### src/rsc_pkg.sv
// Constants shared by the reset source controller.
// Assumes a 100 MHz system clock and an APB register bus with 32-bit data.
`default_nettype none
package rsc_pkg;
	// Clock rate and reset stretch time
	localparam int unsigned CLK_HZ       = 100_000_000;
	localparam int unsigned RST_HOLD_NS  = 80;
	localparam int unsigned CLK_PER_US   = CLK_HZ / 1_000_000;
	localparam int unsigned RST_HOLD_CYC = (RST_HOLD_NS * CLK_PER_US + 999) / 1000;

	// Reset source indices
	localparam int unsigned NSRC       = 13;
	localparam int unsigned SRC_POR    = 0;
	localparam int unsigned SRC_LVR    = 1;
	localparam int unsigned SRC_BROWNOUT_DETECTOR_0   = 2;
	localparam int unsigned SRC_BROWNOUT_DETECTOR_1   = 3;
	localparam int unsigned SRC_EXT    = 4;
	localparam int unsigned SRC_SW     = 5;
	localparam int unsigned SRC_IWDG   = 6;
	localparam int unsigned SRC_WWDG   = 7;
	localparam int unsigned SRC_ADC    = 8;
	localparam int unsigned SRC_CMP    = 9;
	localparam int unsigned SRC_IAE    = 10;
	localparam int unsigned SRC_FLASH  = 11;
	localparam int unsigned SRC_MCLK   = 12;

	// Register byte offsets
	localparam int unsigned ADDR_W     = 8;
	localparam logic [7:0] OFS_FLAGS   = 8'h00;
	localparam logic [7:0] OFS_MASK    = 8'h04;
	localparam logic [7:0] OFS_COLD_EN = 8'h08;
	localparam logic [7:0] OFS_WARM_EN = 8'h0C;
	localparam logic [7:0] OFS_CTRL    = 8'h10;
	localparam logic [7:0] OFS_MOD_RST = 8'h14;
	localparam logic [7:0] OFS_STATE   = 8'h18;

	// Control register fields
	localparam int unsigned CTRL_LOCK  = 0;
	localparam int unsigned CTRL_FORCE = 1;
	// State register fields
	localparam int unsigned STATE_COLD = 13;
	localparam int unsigned STATE_WARM = 14;

	// Reset values and writable enable bits
	localparam logic [12:0] FLAGS_RST   = 13'h0001;
	localparam logic [12:0] MASK_RST    = 13'h0000;
	localparam logic [12:0] COLD_EN_RST = 13'h0000;
	localparam logic [12:0] WARM_EN_RST = 13'h0000;
	localparam logic [12:0] EN_WMASK    = 13'h1FFE;
endpackage : rsc_pkg
`default_nettype wire

### src/rsc_top.sv
// Reset source controller: merges reset causes into cold and warm resets,
// keeps sticky cause flags, per-module soft resets, APB slave and interrupt.
// Assumes cause inputs are asynchronous levels and the option-byte strap is
// a stable level on clk.
// Behaviour
// [RQ1] Power-on outranks cold reset, cold outranks warm reset.
// [RQ2] Power-on reset always drives the cold reset output.
// [RQ3] Cold reset always drives the warm reset output.
// [RQ4] Power-on reset holds while supply is not good, returns when lost.
// [RQ5] Cold reset reloads all option bytes and clears register locks.
// [RQ6] Cold reset output feeds watchdogs, calendar, power, clock, memory units.
// [RQ7] Warm reset output reaches every bus module, clearing its state.
// [RQ8] Warm reset reloads part of option bytes; locked registers kept.
// [RQ9] Warm reset clears warm source enables unless the lock is engaged.
// [RQ10] Device stays in reset while the external pin is held low.
// [RQ11] Option-byte strap alone decides whether the pin acts as reset; here its cold or warm enable bit must also be set.
// [RQ12] Per-source event flags show software what caused the reset.
// [RQ13] Accepts power, voltage, brown-out, pin, software, watchdog, ADC, comparator.
// [RQ14] Accepts illegal address, flash protect and missing clock causes.
// [RQ15] Each source is enabled for cold reset, warm reset or neither.
// [RQ16] Software resets any single module without a chip reset.
// [RQ17] During reset registers take initial values; processor restarts.
// [RQ18] Event flags survive warm and cold resets until software clears them.
// [RQ19] Reset outputs release synchronously after a few stretch cycles.
//
// Chosen here: the register offsets and the APB slave port.
`default_nettype none
module rsc_top
	import rsc_pkg::*;
#(
	parameter int unsigned NMOD     = 16,
	parameter int unsigned HOLD_CYC = RST_HOLD_CYC
) (
	// Clock and reset
	input  wire logic              clk,
	input  wire logic              srst,
	// APB slave
	input  wire logic              psel,
	input  wire logic              penable,
	input  wire logic              pwrite,
	input  wire logic [ADDR_W-1:0] paddr,
	input  wire logic [31:0]       pwdata,
	input  wire logic [3:0]        pstrb,
	output logic      [31:0]       prdata,
	output logic                   pready,
	output logic                   pslverr,
	// Reset causes
	input  wire logic              supply_good,
	input  wire logic              low_voltage_reset,
	input  wire logic              brownout_detector_0,
	input  wire logic              brownout_detector_1,
	input  wire logic              external_reset_pin_n,
	input  wire logic              independent_watchdog,
	input  wire logic              window_watchdog,
	input  wire logic              adc_reset,
	input  wire logic              comparator_reset,
	input  wire logic              illegal_address_error,
	input  wire logic              flash_protect_error,
	input  wire logic              missing_clock_detector,
	// Option-byte strap
	input  wire logic              option_bytes_pin_is_reset,
	// Reset outputs
	output logic                   cold_rst,
	output logic                   warm_rst,
	output logic                   lock_clear,
	output logic                   option_bytes_reload_full,
	output logic                   option_bytes_reload_part,
	output logic      [NMOD-1:0]   module_rst,
	// Interrupt
	output logic                   irq
);

	if (NMOD < 1 || NMOD > 32) begin : g_bad_nmod
		$error("NMOD must lie in 1..32");
	end
	if (HOLD_CYC < 1 || HOLD_CYC > 255) begin : g_bad_hold
		$error("HOLD_CYC must lie in 1..255");
	end
	if (NSRC != 13) begin : g_bad_nsrc
		$error("NSRC must match the 13-bit reset constants");
	end

	localparam int unsigned CW = 8;
	localparam logic [CW-1:0] HOLD = CW'(HOLD_CYC);

	typedef struct packed {
		logic [NSRC-1:0] s1;
		logic [NSRC-1:0] s2;
		logic [NSRC-1:0] s3;
		logic [NSRC-1:0] lvl;
		logic [NSRC-1:0] act;
		logic [NSRC-1:0] flags;
		logic [NSRC-1:0] mask;
		logic [NSRC-1:0] cold_en;
		logic [NSRC-1:0] warm_en;
		logic            lock;
		logic            sw_req;
		logic [NMOD-1:0] mod_rst;
		logic [CW-1:0]   cold_cnt;
		logic [CW-1:0]   warm_cnt;
		logic            cold;
		logic            warm;
		logic            ob_full;
		logic            ob_part;
		logic            irq;
		logic            pready;
		logic            pslverr;
		logic [31:0]     prdata;
	} rsc_state_t;

	localparam rsc_state_t ST_RST = '{
		s1:       '0,
		s2:       '0,
		s3:       '0,
		lvl:      '0,
		act:      '0,
		flags:    FLAGS_RST,
		mask:     MASK_RST,
		cold_en:  COLD_EN_RST,
		warm_en:  WARM_EN_RST,
		lock:     1'b0,
		sw_req:   1'b0,
		mod_rst:  '0,
		cold_cnt: HOLD,
		warm_cnt: HOLD,
		cold:     1'b1,
		warm:     1'b1,
		ob_full:  1'b0,
		ob_part:  1'b0,
		irq:      1'b0,
		pready:   1'b0,
		pslverr:  1'b0,
		prdata:   '0
	};

	rsc_state_t q;
	rsc_state_t d;

	logic [NSRC-1:0] raw;
	logic [NSRC-1:0] src;
	logic [31:0]     wmask;
	logic [31:0]     wval;
	logic            cold_req;
	logic            warm_req;
	logic            acc;
	logic            take;
	logic            wr;

	// Raw cause vector, pin and supply inverted to active high
	always_comb begin
		raw             = '0;
		raw[SRC_POR]    = ~supply_good; // RQ4
		raw[SRC_LVR]    = low_voltage_reset; // RQ13
		raw[SRC_BROWNOUT_DETECTOR_0]   = brownout_detector_0;
		raw[SRC_BROWNOUT_DETECTOR_1]   = brownout_detector_1;
		raw[SRC_EXT]    = ~external_reset_pin_n; // RQ10
		raw[SRC_IWDG]   = independent_watchdog;
		raw[SRC_WWDG]   = window_watchdog;
		raw[SRC_ADC]    = adc_reset;
		raw[SRC_CMP]    = comparator_reset;
		raw[SRC_IAE]    = illegal_address_error; // RQ14
		raw[SRC_FLASH]  = flash_protect_error;
		raw[SRC_MCLK]   = missing_clock_detector;
	end

	always_comb begin
		d        = q;
		src      = '0;
		wmask    = '0;
		wval     = '0;
		cold_req = 1'b0;
		warm_req = 1'b0;
		acc      = psel & penable;
		take     = acc & q.pready;
		wr       = take & pwrite;

		// Three-stage synchroniser, level taken once stages two and three agree
		d.s1 = raw;
		d.s2 = q.s1;
		d.s3 = q.s2;
		for (int i = 0; i < NSRC; i++) begin
			if (q.s2[i] == q.s3[i]) begin
				d.lvl[i] = q.s3[i];
			end
		end

		// Qualified sources
		src          = q.lvl;
		src[SRC_EXT] = q.lvl[SRC_EXT] & option_bytes_pin_is_reset; // RQ11
		src[SRC_SW]  = q.sw_req;

		// Routing: power-on always cold, other sources per enable
		cold_req = src[SRC_POR] | (|(src & q.cold_en & EN_WMASK)); // RQ1 RQ2 RQ15
		warm_req = |(src & q.warm_en & EN_WMASK); // RQ15

		// Cold reset with synchronous stretched release
		if (cold_req) begin
			d.cold_cnt = HOLD;
		end else if (q.cold_cnt != '0) begin
			d.cold_cnt = q.cold_cnt - CW'(1); // RQ19
		end
		d.cold = cold_req | (q.cold_cnt != '0); // RQ4 RQ10 RQ6

		// Warm reset follows any cold reset
		if (d.cold | warm_req) begin
			d.warm_cnt = HOLD; // RQ3
		end else if (q.warm_cnt != '0) begin
			d.warm_cnt = q.warm_cnt - CW'(1); // RQ19
		end
		d.warm = d.cold | warm_req | (q.warm_cnt != '0); // RQ3 RQ7 RQ17

		// Option-byte reload strobes at release
		d.ob_full = q.cold & ~d.cold; // RQ5
		d.ob_part = q.warm & ~d.warm; // RQ8

		// Sticky cause flags, rising edge of each source
		d.act = src;
		d.sw_req = 1'b0;

		// APB: ready one cycle into the access phase
		d.pready  = acc & ~q.pready;
		d.pslverr = 1'b0;
		if (acc & ~q.pready) begin
			d.prdata = '0;
			case (paddr)
				OFS_FLAGS: begin
					d.prdata[NSRC-1:0] = q.flags; // RQ12
				end
				OFS_MASK: begin
					d.prdata[NSRC-1:0] = q.mask;
				end
				OFS_COLD_EN: begin
					d.prdata[NSRC-1:0] = q.cold_en;
				end
				OFS_WARM_EN: begin
					d.prdata[NSRC-1:0] = q.warm_en;
				end
				OFS_CTRL: begin
					d.prdata[CTRL_LOCK] = q.lock;
				end
				OFS_MOD_RST: begin
					d.prdata[NMOD-1:0] = q.mod_rst;
				end
				OFS_STATE: begin
					d.prdata[NSRC-1:0]  = src;
					d.prdata[STATE_COLD] = q.cold;
					d.prdata[STATE_WARM] = q.warm;
				end
				default: begin
					d.pslverr = 1'b1;
				end
			endcase
		end

		// Byte-lane write mask
		for (int b = 0; b < 4; b++) begin
			wmask[b*8 +: 8] = {8{pstrb[b]}};
		end
		wval = pwdata & wmask;

		d.flags = q.flags;
		if (wr && paddr == OFS_FLAGS) begin
			d.flags = q.flags & ~wval[NSRC-1:0];
		end
		d.flags = d.flags | (src & ~q.act); // RQ12 RQ18

		if (wr) begin
			case (paddr)
				OFS_MASK: begin
					d.mask = (q.mask & ~wmask[NSRC-1:0]) | wval[NSRC-1:0];
				end
				OFS_COLD_EN: begin
					if (!q.lock) begin
						d.cold_en = ((q.cold_en & ~wmask[NSRC-1:0]) | wval[NSRC-1:0])
							& EN_WMASK; // RQ15
					end
				end
				OFS_WARM_EN: begin
					if (!q.lock) begin
						d.warm_en = ((q.warm_en & ~wmask[NSRC-1:0]) | wval[NSRC-1:0])
							& EN_WMASK; // RQ15
					end
				end
				OFS_CTRL: begin
					if (wval[CTRL_LOCK]) begin
						d.lock = 1'b1;
					end
					d.sw_req = wval[CTRL_FORCE];
				end
				OFS_MOD_RST: begin
					d.mod_rst = (q.mod_rst & ~wmask[NMOD-1:0]) | wval[NMOD-1:0]; // RQ16
				end
				default: begin
				end
			endcase
		end

		// Warm release clears warm enables when unlocked
		if (q.warm && !d.warm && !q.lock) begin
			d.warm_en = '0; // RQ9
		end
		// Warm reset clears module soft resets
		if (q.warm) begin
			d.mod_rst = '0; // RQ7
		end
		// Cold reset clears the lock
		if (d.cold) begin
			d.lock = 1'b0; // RQ5
		end

		d.irq = |(d.flags & d.mask);
	end

	always_ff @(posedge clk) begin
		if (srst) begin
			q <= ST_RST; // RQ17
		end else begin
			q <= d;
		end
	end

	// Outputs
	assign prdata                   = q.prdata;
	assign pready                   = q.pready;
	assign pslverr                  = q.pslverr;
	assign cold_rst                 = q.cold; // RQ6
	assign warm_rst                 = q.warm; // RQ7
	assign lock_clear               = q.cold; // RQ5
	assign option_bytes_reload_full = q.ob_full;
	assign option_bytes_reload_part = q.ob_part;
	assign module_rst               = q.mod_rst;
	assign irq                      = q.irq;

endmodule // rsc_top
`default_nettype wire
### config.mk
export PLATFORM = sky130hd
export DESIGN_NAME = rsc_top
export DESIGN_NICKNAME = d
export VERILOG_FILES = /design/src/rsc_pkg.sv /design/src/rsc_top.sv
export SDC_FILE = /design/constraint.sdc
export NUM_CORES = 1
export LEC_CHECK = 0
export ABC_AREA = 1
export BUFFER_PORTS_ARGS = -buffer_cell sky130_fd_sc_hd__buf_4
export CORE_UTILIZATION = 56
export DETAILED_ROUTE_END_ITERATION = 16
export HOLD_SLACK_MARGIN = 0.1
export PLACE_DENSITY = 0.76
export SLEW_MARGIN = 0
export SYNTH_ARGS = -nofsm -noshare
export SYNTH_HDL_FRONTEND = slang
export SYNTH_SLANG_ARGS = --single-unit
### constraint.sdc
create_clock -name clk -period 2.3 [get_ports clk]
set_clock_uncertainty 0.2 [all_clocks]
set_input_delay 0.46 -clock clk [delete_from_list [all_inputs] [get_ports clk]]
set_output_delay 0.46 -clock clk [all_outputs]
set_load 0.02 [all_outputs]
# Word level (Yosys, flattened, before mapping)
# Index checks and enable logic that the tools add are counted.
# op_classes
addsub	2
eq_ne	18
muxes	15
n_bitwise	39
reduce_logical	23
# op_table
cell	count
AND 13 bit	8
two-way mux 13 bit	6
one-hot mux 12 bit (6 select lines)	1
two-way mux 57 bit	1
OR 13 bit	4
inverter 13 bit	3
AND 16 bit	2
== test 8 x 5 -> 1 bit, second input constant	3
OR reduction 12 bit	2
== test 8 x 4 -> 1 bit, second input constant	2
two-way mux 16 bit	1
inverter 16 bit	1
OR 16 bit	1
nonzero test 8 bit	2
subtractor 8 x 1 -> 8 bit, second input constant	2
OR reduction 13 bit	1
== test 1 bit	12
OR reduction 2 bit	6
inverter 1 bit	9
AND reduction 3 bit	3
== test 8 x 3 -> 1 bit, second input constant	1
zero test 8 bit	1
AND 1 bit	7
OR reduction 7 bit	1
9 further kinds	17
# totals
register_bits	171
in_bits	62
output_inout_bits	56
elab_cells	131

# Longest topological paths before layout
# Gate-level depths: netlist (run 1).
# depth
word_depth	11
depth_mapped	14
mapped_depth_nobuf	13

# Worst setup path after synthesis (run 1)
# OpenSTA, ideal clock, no wires.
# synth_path
path_type	input -> register
startpoint	input port paddr[7]
endpoint	register q, in the netlist irq
setup_ns	0.128
arrival_time_ns	1.563
t_required_ns	1.972
path_slack_ns	0.409
stages	13
n_path_buf	1
path_cell_list	nor2_1 nand2_2 nor2_4 buf_6 nand3_1 nand2_1 nand2_1 nand2_1 nand2_1 nor2_1 nand2_1 nor2_1 nor2_1
# synth_via
elab_chain_cells	6
elab_cells_between_ends	9
classes_between	eq/ne: 1; mux: 3; bitwise: 2; reduce/logical: 3
# synth_rtl
element	line	source
from (decl)	rsc_top.sv:41	input wire logic [ADDR_W-1:0] paddr,
zero test 8 bit	rsc_top.sv:262	if (wr && paddr == OFS_FLAGS) begin
logical AND 1 bit	rsc_top.sv:262	
two-way mux 13 bit	rsc_top.sv:262	
OR 13 bit	rsc_top.sv:265	d.flags = d.flags | (src & ~q.act);
AND 13 bit (*)	rsc_top.sv:311	d.irq = |(d.flags & d.mask);
OR reduction 13 bit (*)	rsc_top.sv:311	
to (signal assigned)	rsc_top.sv:316	q <= ST_RST;
to (signal assigned)	rsc_top.sv:318	q <= d;
to (decl)	rsc_top.sv:136	rsc_state_t q;
# Every way passes the cells marked *; elsewhere a longest branch is shown, timed or not.
# A chain may end at the register's enable or synchronous reset.

==> results of run 1 <==
-- per-stage QoR --
| step | utilization | instances | area, sq um |
|---|---|---|---|
| detailed placement | 0.623 | 1182 | 7840 |
| floorplan | - | 972 | 7250 |
| CTS | 0.691 | 1229 | 8690 |
| global route | 0.693 | 1230 | 8710 |
| global placement | 0.623 | 1182 | 7840 |
| finish | 0.693 | 1230 | 8710 |
-- metal layers --
metal	track usage	share of wire	up-vias	wire length, um
li1	-	-	3158	-
met4	0.165	0.036	0	673
met3	0.0596	0.086	49	1600
met1	0.379	0.43	2890	7950
met5	0	0	-	0
met2	0.453	0.45	291	8260
-- where the power goes --
part           switching (mW)  internal [mW]
combinational           0.436          0.306
clock                    1.16           2.20
sequential             0.0768           3.04
total                    1.67           5.55
-- critical path, cell delays in order, from the launching register on --
cell,delay [ns]
dfxtp_1,0.30
inv_1,0.10
ha_2,0.21
nand2_1,0.07
or2_4,0.25
nor2_4,0.10
nand2_1,0.09
nor2_2,0.14
nand2_2,0.10
nor2_2,0.15
nand2_2,0.12
nand2_4,0.15
nor2_1,0.06
-- cell families after synthesis --
kind of cell / count (synthesis)
AND/OR/NAND/NOR: 407
adder cells (fa/ha/maj): 3
XOR/XNOR: 6
buffers and inverters: 196
AO/OA/AOI/OAI: 171
multiplexers: 5
other: 1
flip-flops: 168
-- layout make-up --
cell class | instances | area [sq um]
sequential | 168 | 3360
clock inverter | 12 | 245
clock buffer | 20 | 457
inverter | 116 | 438
fill | 1060 | 3850
tap | 172 | 215
timing repair buffer | 133 | 1050
multi-input combinational | 609 | 2950
-- layout by cell type (no fill, tap or decap), drive strengths merged, types with 2 or more instances in the layout --
cell / Yosys / layout
nand4: 5 / 5
o221ai: 2 / 2
nor2: 167 / 167
a21oi: 74 / 74
a221oi: 8 / 8
xor2: 4 / 4
clkinv: 0 / 4
conb: 1 / 16
nand3b: 5 / 5
o22ai: 8 / 8
nand3: 33 / 33
nor3: 5 / 5
dfxtp: 168 / 168
or2: 19 / 19
clkbuf: 12 / 20
xnor2: 2 / 2
a211oi: 14 / 14
mux2i: 5 / 5
nand2: 170 / 171
inv: 116 / 116
buf: 68 / 118
a31oi: 2 / 2
dlygate4sd3: 0 / 15
bufinv: 0 / 7
o21ai: 60 / 60
ha: 3 / 3
-- path summary, 6_finish.rpt --
kind | from | to | slack [ns] | cells past startpoint
max | q[39] | register | 0.15 | 12
min | pwdata[9] | register | 0.12 | 3
max reg2reg | q[39] | register | 0.15 | 12
min reg2reg | d[171] | d[158] | 0.20 | 2
-- cells in the mapped netlist, types with 2 or more instances --
library cell    n
o21ai_0        46
nand2_1       164
nand4_1         4
xor2_1          4
inv_1         111
nand3b_1        5
buf_4          51
or2_2          17
a31oi_1         2
mux2i_1         5
clkbuf_1       12
nor2_2          5
inv_2           4
nor3_1          4
a211oi_1       14
xnor2_1         2
o22ai_1         8
nand3_2         4
dfxtp_1       168
ha_1            3
nand3_1        29
buf_6           3
nor2_4          5
nand2_2         6
nor2_1        157
buf_2           8
a21oi_1        74
buf_1           6
o221ai_1        2
o21ai_1        14
a221oi_1        8
-- timing repair --
action,4_1_cts,5_1_grt
endpoints found under the hold margin,14,0
endpoints found under the setup margin,0,14
resized for setup,0,6
hold buffers,15,0
setup buffers,0,0
==> flow_summary.ini, run 1 <==
[sta]
rsz0062_at_grt = false
drv_slew = 0
tns_ns = 0
tightest_slew_ns = 0.707
hold_viol_final = 0
setup_viol = 0
period_needed_ns = 2.15
max_freq_mhz = 465
final.setup.worst_slack_ns = 0.149
hold_ws_ns = 0.116
relSlewSlack = 0.528
timing.final.crit_share = 0.935

[synth]
synth-seq-cells = 168
ys_warn_count = 0
muxShareOfSynthArea = 0.00696
synth-xor-area-share = 0.00731
syn_area_per_cell_sq_um = 7.51
ys_top_cells_by_area = dfxtp_1, nand2_1, nor2_1
synth_compound_area_frac = 0.132
synth_edf_count = 0
synth_cell_types = 43
synthFlopType = dfxtp_1
syn_area_sq_um = 7190
synth_top_family_by_area = simple AND/OR/NAND/NOR gates
ys_seq_area_frac = 0.468
synth_fa_ha_area_frac = 0.00522
netlist_instances = 957
synth_top_area_cell = dfxtp_1
async_flop_share = 0
synth-simple-area-share = 0.246
netlist.area_leader.share = 0.468

[pwr]
p_per_area_nw_per_um2 = 829
power.leakage_nw = 3.84
ir_worst_vdd_mv = 0.500
power_mw = 7.22

[critical_path]
path_max_fanout = 6
cp-start-kind = register
critPathKind = reg2reg
critPathArrivalTime_ns = 2.27
cp.required_ns = 2.42
end_kind = register

[route]
vias = 6388
drt_first_pass_iters = 7
ant_nets = 0
drt_wl_total_um = 18500
drc = 0
avgViaCountPerCell = 5.19
drtIter0Drc = 647
wl_per_cell_um = 15.0

[cells_and_area]
insertedDiodeCount = 0
nets = 1110
area_delta_synth_final_pct = 21.2
drive_gt1_frac = 0.188

[floorplan]
std_cell_rows = 41
die_area_sq_um = 13300
start_util = 0.572
die_w_um = 115
core_area_sq_um = 12600
dieHeight_um = 115
ios = 118

[cts]
clk_latency_ns = 0.43
cts.path.max_buffers = 2
path_clk_slew_ns = 0.06
cts_tree = yes
cts_sinks = 168
numCtsBuffers = 17
root_buffer = clkbuf_16
htree_levels = 4

[placed_design]
dp_hpwl_um = 12600
pre_cts_slack_ns = 0.0348
place.gp.congestion = 0.891
port_buffers = 83

[global_routing]
grt_max_degree = 50
grt_usage = 0.292
antenna_found_initial = 0
grt_pass1_wl_um = 29000
grt_pass1_vias = 5765
grt.overflow.total = 0

[outcome]
status = finished, final reports clean

[flow_run]
max_cap_viol_count = 0

[hold_path]
hold_class = in2reg
No activity file was read; power rests on OpenSTA's default activity.
==> inputs of run 2 (changes only) <==
Settings changed: MAX_ROUTING_LAYER set to met4, PLACE_DENSITY 0.76 to 0.86.
==> flow_summary.ini, run 2 (same netlist as run 1, synthesis figures left out) <==
[cts]
path_clk_slew_ns = 0.07
htree_levels = 4
cts_sinks = 168
post_cts_buffers = 0
numCtsBuffers = 17
clk_latency_ns = 0.43
cts.path.max_buffers = 2
root_buffer = clkbuf_16
cts_tree = yes

[critical_path]
cpMostUsedCell = nand2_1
cp.required_ns = 2.43
critPathArrivalTime_ns = 2.27
critPathBufInv = 2
end_kind = register
cp-start-kind = register
cp_top_family = simple AND/OR/NAND/NOR gates
critPathKind = reg2reg
crit_chain = inv_1 -> ha_1 -> nand2_1 -> or2_4 -> nor2_4 -> nand2_1 -> nor2_2 -> nand2_1 -> nor2_1 -> nand2_1 -> nand2_2 -> buf_12 -> nor2_1
critPathMaxStageDelay_ns = 0.30
path_max_fanout = 12
worst_path_max_delay_cell = dfxtp_1

[cells_and_area]
nets = 1107
stdcell_count = 1227
drive_gt1_frac = 0.180
area_delta_synth_final_pct = 19.9
layout_commonest_cell = dfxtp_1
layout_common_cells = dfxtp_1, nand2_1, nor2_1, inv_1, buf_4
insertedDiodeCount = 0
utilization = 0.686

[outcome]
status = finished, final reports clean

[sta]
timing.final.crit_share = 0.932
setup_viol = 0
drv_slew = 0
relSlewSlack = 0.579
period_needed_ns = 2.14
max_freq_mhz = 466
hold_viol_final = 0
tightest_slew_ns = 0.631
hold_ws_ns = 0.111
tns_ns = 0
rsz0062_at_grt = false

[pwr]
p_per_area_nw_per_um2 = 771
pwr-share-comb = 0.110
power.leakage_nw = 3.77
p_int_mw = 4.95
p_clk_frac = 0.421
p_seq_frac = 0.468
p_sw_mw = 1.69
power_mw = 6.65
ir_worst_vdd_mv = 0.536
p_sw_frac = 0.255

[floorplan]
std_cell_rows = 41
die_w_um = 115
die_area_sq_um = 13300
ios = 118
start_util = 0.572
dieHeight_um = 115
core_area_sq_um = 12600

[placed_design]
dp_hpwl_um = 12000
port_buffers = 83
place.gp.congestion = 0.903
placedCellCount = 1178

[route]
drc = 0
wl_per_cell_um = 14.6
vias = 6374
drtIter0Drc = 727
drt_first_pass_iters = 5
drt_wl_total_um = 17900
avgViaCountPerCell = 5.19
ant_nets = 0

[global_routing]
grt_usage = 0.296
grt_pass1_wl_um = 28900
antenna_found_initial = 0
grt_pass1_vias = 5992
grt.overflow.total = 0
grt_max_degree = 65

[flow_run]
max_cap_viol_count = 0

[hold_path]
hold_class = in2reg
-- run 2: cell types whose count changed in the layout (fill, tap and decap cells not counted), moves of 2 or more --
| cell | change |
|---|---|
| buf_4 | -9 |
| buf_12 | +5 |
| bufinv_16 | -5 |
| clkinvlp_4 | +4 |
| clkbuf_8 | -2 |
| clkinv_4 | +2 |
| dlygate4sd3_1 | +2 |
| nand2_1 | +2 |
| nand2_4 | -2 |
-- run 2: worst paths after layout --
| kind | slack, ns | endpoint | cells after the start | start |
|---|---|---|---|---|
| worst max-delay path | 0.16 | register | 13 | q[39] |
| worst min-delay path | 0.11 | register | 3 | pwdata[11] |
| worst max register to register | 0.16 | register | 13 | q[39] |
| worst min register to register | 0.20 | d[163] | 2 | d[176] |
-- run 2: repair_timing --
item                      4_1_cts  5_1_grt
hold endpoints to repair       16        0
gates resized for setup         0        0
hold buffers                   17        0
-- run 2: cell type report --
cell class                      instances  area, sq um
Clock buffer                           18          429
Sequential cell                       168         3360
Fill cell                             990         3950
Inverter                              116          438
Clock inverter                         14          151
Timing Repair Buffer                  131         1100
Multi-Input combinational cell        608         2920
Tap cell                              172          215
-- run 2: power groups by stage --
stage / Sequential [mW] / Combinational [mW] / Clock, mW
after floorplan: 3.17 / 0.514 / 0
after global routing: 3.12 / 0.827 / 2.97
after CTS: 3.11 / 0.732 / 2.83
final: 3.11 / 0.733 / 2.80
after global placement: 3.17 / 0.683 / 0
after detailed placement: 3.17 / 0.701 / 0
-- run 2: worst min-delay path: cells and delay by family --
| family | cells | cell delay, ns |
|---|---|---|
| buf+inv | 1 | 0.11 |
| simple gates | 2 | 0.13 |
-- run 2: through the flow --
step / instance area, sq um / setup slack (ns)
2_1_floorplan: 7250 / 0.409
3_3_place_gp: 7870 / 0.0846
3_5_place_dp: 7870 / 0.0762
4_1_cts: 8620 / 0.149
5_1_grt: 8620 / 0.0190
6_report: 8620 / 0.156
-- run 2: routing by layer --
metal / track usage / wire length (um) / up-vias
li1: - / - / 3154
met1: 0.356 / 7260 / 2834
met2: 0.463 / 8250 / 323
met3: 0.0691 / 1770 / 63
met4: 0.152 / 666 / 0
met5: - / 0 / -
==> inputs of run 3 (changes only) <==
Settings changed: CORE_UTILIZATION 56 to 51, PLACE_DENSITY 0.86 to 0.83.
Clock period 2.3 ns to 1.92 ns, I/O delays scaled along.
==> flow_summary.ini, run 3 (same netlist as run 1, synthesis figures left out) <==
[outcome]
status = finished with violations
violations = setup timing

[sta]
drv_slew = 0
max_freq_mhz = 484
timing.final.crit_share = 1.08
tightest_slew_ns = 0.680
rsz0062_at_grt = true
relSlewSlack = 0.546
final.setup.worst_slack_ns = -0.145
period_needed_ns = 2.06
hold_viol_final = 0
setup_viol = 19
tns_ns = -1.88

[critical_path]
critPathArrivalTime_ns = 2.19
startpoint = q[39]
critPathBufInv = 2
end_kind = register
critPathKind = reg2reg
path_max_fanout = 6
cp_top_family = simple AND/OR/NAND/NOR gates
worst_path_max_delay_cell = dfxtp_2
rr_worst_depth = 13
crit_cells = 13
critPathMaxStageDelay_ns = 0.32
crit_chain = inv_2 -> ha_4 -> nand2_2 -> or2_4 -> nor2_4 -> nand2_4 -> nor2_4 -> nand2_2 -> nor2_4 -> nand2_2 -> nand2_4 -> buf_16 -> nor2_2
r2r-start = q[39]
cp.required_ns = 2.04
cp-start-kind = register
ff2ff_setup_slack_ns = -0.14

[placed_design]
dp_hpwl_um = 13000
placedCellCount = 1237
place.gp.congestion = 0.940
pre_cts_slack_ns = -0.184
port_buffers = 83

[floorplan]
core_area_sq_um = 13800
start_util = 0.520
die_area_sq_um = 14600
die_w_um = 121
std_cell_rows = 43
dieHeight_um = 121
ios = 118

[pwr]
p_sw_frac = 0.257
p_sw_mw = 2.08
pwr-share-comb = 0.135
p_int_mw = 6.02
power.leakage_nw = 4.17
power_mw = 8.11
p_per_area_nw_per_um2 = 860
p_clk_frac = 0.405
p_seq_frac = 0.460
ir_worst_vdd_mv = 0.681

[route]
wl_per_cell_um = 15.6
drt_first_pass_iters = 7
vias = 6930
drc = 0
drtIter0Drc = 772
ant_nets = 0
avgViaCountPerCell = 5.27
drt_wl_total_um = 20500

[cells_and_area]
nets = 1186
layout_common_cells = buf_4, dfxtp_1, nand2_1, nor2_1, inv_1
layout_commonest_cell = buf_4
area_delta_synth_final_pct = 31.2
stdcell_count = 1314
utilization = 0.682
drive_gt1_frac = 0.261
insertedDiodeCount = 0
nFillCells = 1026

[cts]
clk_latency_ns = 0.43
cts_sinks = 168
cts_tree = yes
root_buffer = clkbuf_16
cts.path.max_buffers = 2
path_clk_slew_ns = 0.06
numCtsBuffers = 17
htree_levels = 4

[hold_path]
min_path_cells = 5
hold_class = in2reg

[global_routing]
grt_pass1_wl_um = 30200
grt_pass1_vias = 6182
grt_max_degree = 54
grt_usage = 0.278
grt.overflow.total = 0
antenna_found_initial = 0

[flow_run]
max_cap_viol_count = 0
run 3: changes by cell type in the layout (fill, tap and decap cells not counted), sizes merged:
cell	previous run	this run
buf	114	179
clkinv	6	4
clkbuf	18	21
dlygate4sd3	17	31
bufinv	2	1
clkinvlp	5	6
inv	117	116
run 3: per-stage QoR:
step	hold slack [ns]	instance area (sq um)
2_1_floorplan	0.188	7250
3_3_place_gp	0.190	8250
3_5_place_dp	0.192	8250
4_1_cts	0.101	9230
5_1_grt	0.115	9430
6_report	0.103	9430
run 3: power groups by stage:
stage	Sequential [mW]	Combinational [mW]	Clock [mW]
2_1_floorplan	3.79	0.616	0
3_3_place_gp	3.80	0.875	0
3_5_place_dp	3.80	0.902	0
4_1_cts	3.73	1.02	3.29
5_1_grt	3.75	1.20	3.45
6_report	3.73	1.09	3.28
run 3: per-layer routing:
metal  track usage  up-vias  part of all wire
met1         0.334     3153              0.40
met4         0.149        0             0.041
met5             -        -                 0
met2         0.431      376              0.46
li1              -     3311                 -
met3        0.0675       90             0.093
run 3: repair_timing:
action                                  CTS  global route
buffers inserted                          6             7
gates resized for setup                  12            45
cloned                                    1             0
hold buffers                             31             0
hold endpoints to repair                 57             0
pin swaps                                 1            19
endpoints found under the setup margin   17            24
run 3: layout make-up:
class | count | area (sq um) | area share
timing repair buffer | 210 | 1740 | 0.185
clock buffer | 21 | 470 | 0.0499
tap | 180 | 225 | 0.0239
multi-input combinational | 608 | 3090 | 0.327
clock inverter | 11 | 98.8 | 0.0105
inverter | 116 | 440 | 0.0467
sequential | 168 | 3370 | 0.357
run 3: how the worst min path moves through the flow:
stage                     slack (ns)      end     start
final                           0.10  pslverr  paddr[0]
after global routing            0.11  pslverr  paddr[0]
after CTS                       0.10  pslverr  paddr[0]
after detailed placement        0.19   d[155]    d[168]
after global placement          0.19   d[155]    d[168]
after floorplan                 0.19   d[151]    d[164]
run 3: worst register-to-register path, delay by kind of cell (launching register included):
family,cells,cell delay [ns]
buffers and inverters,2,0.22
adder cells (fa/ha/maj),1,0.14
AND/OR/NAND/NOR,10,1.08
flip-flops,1,0.32
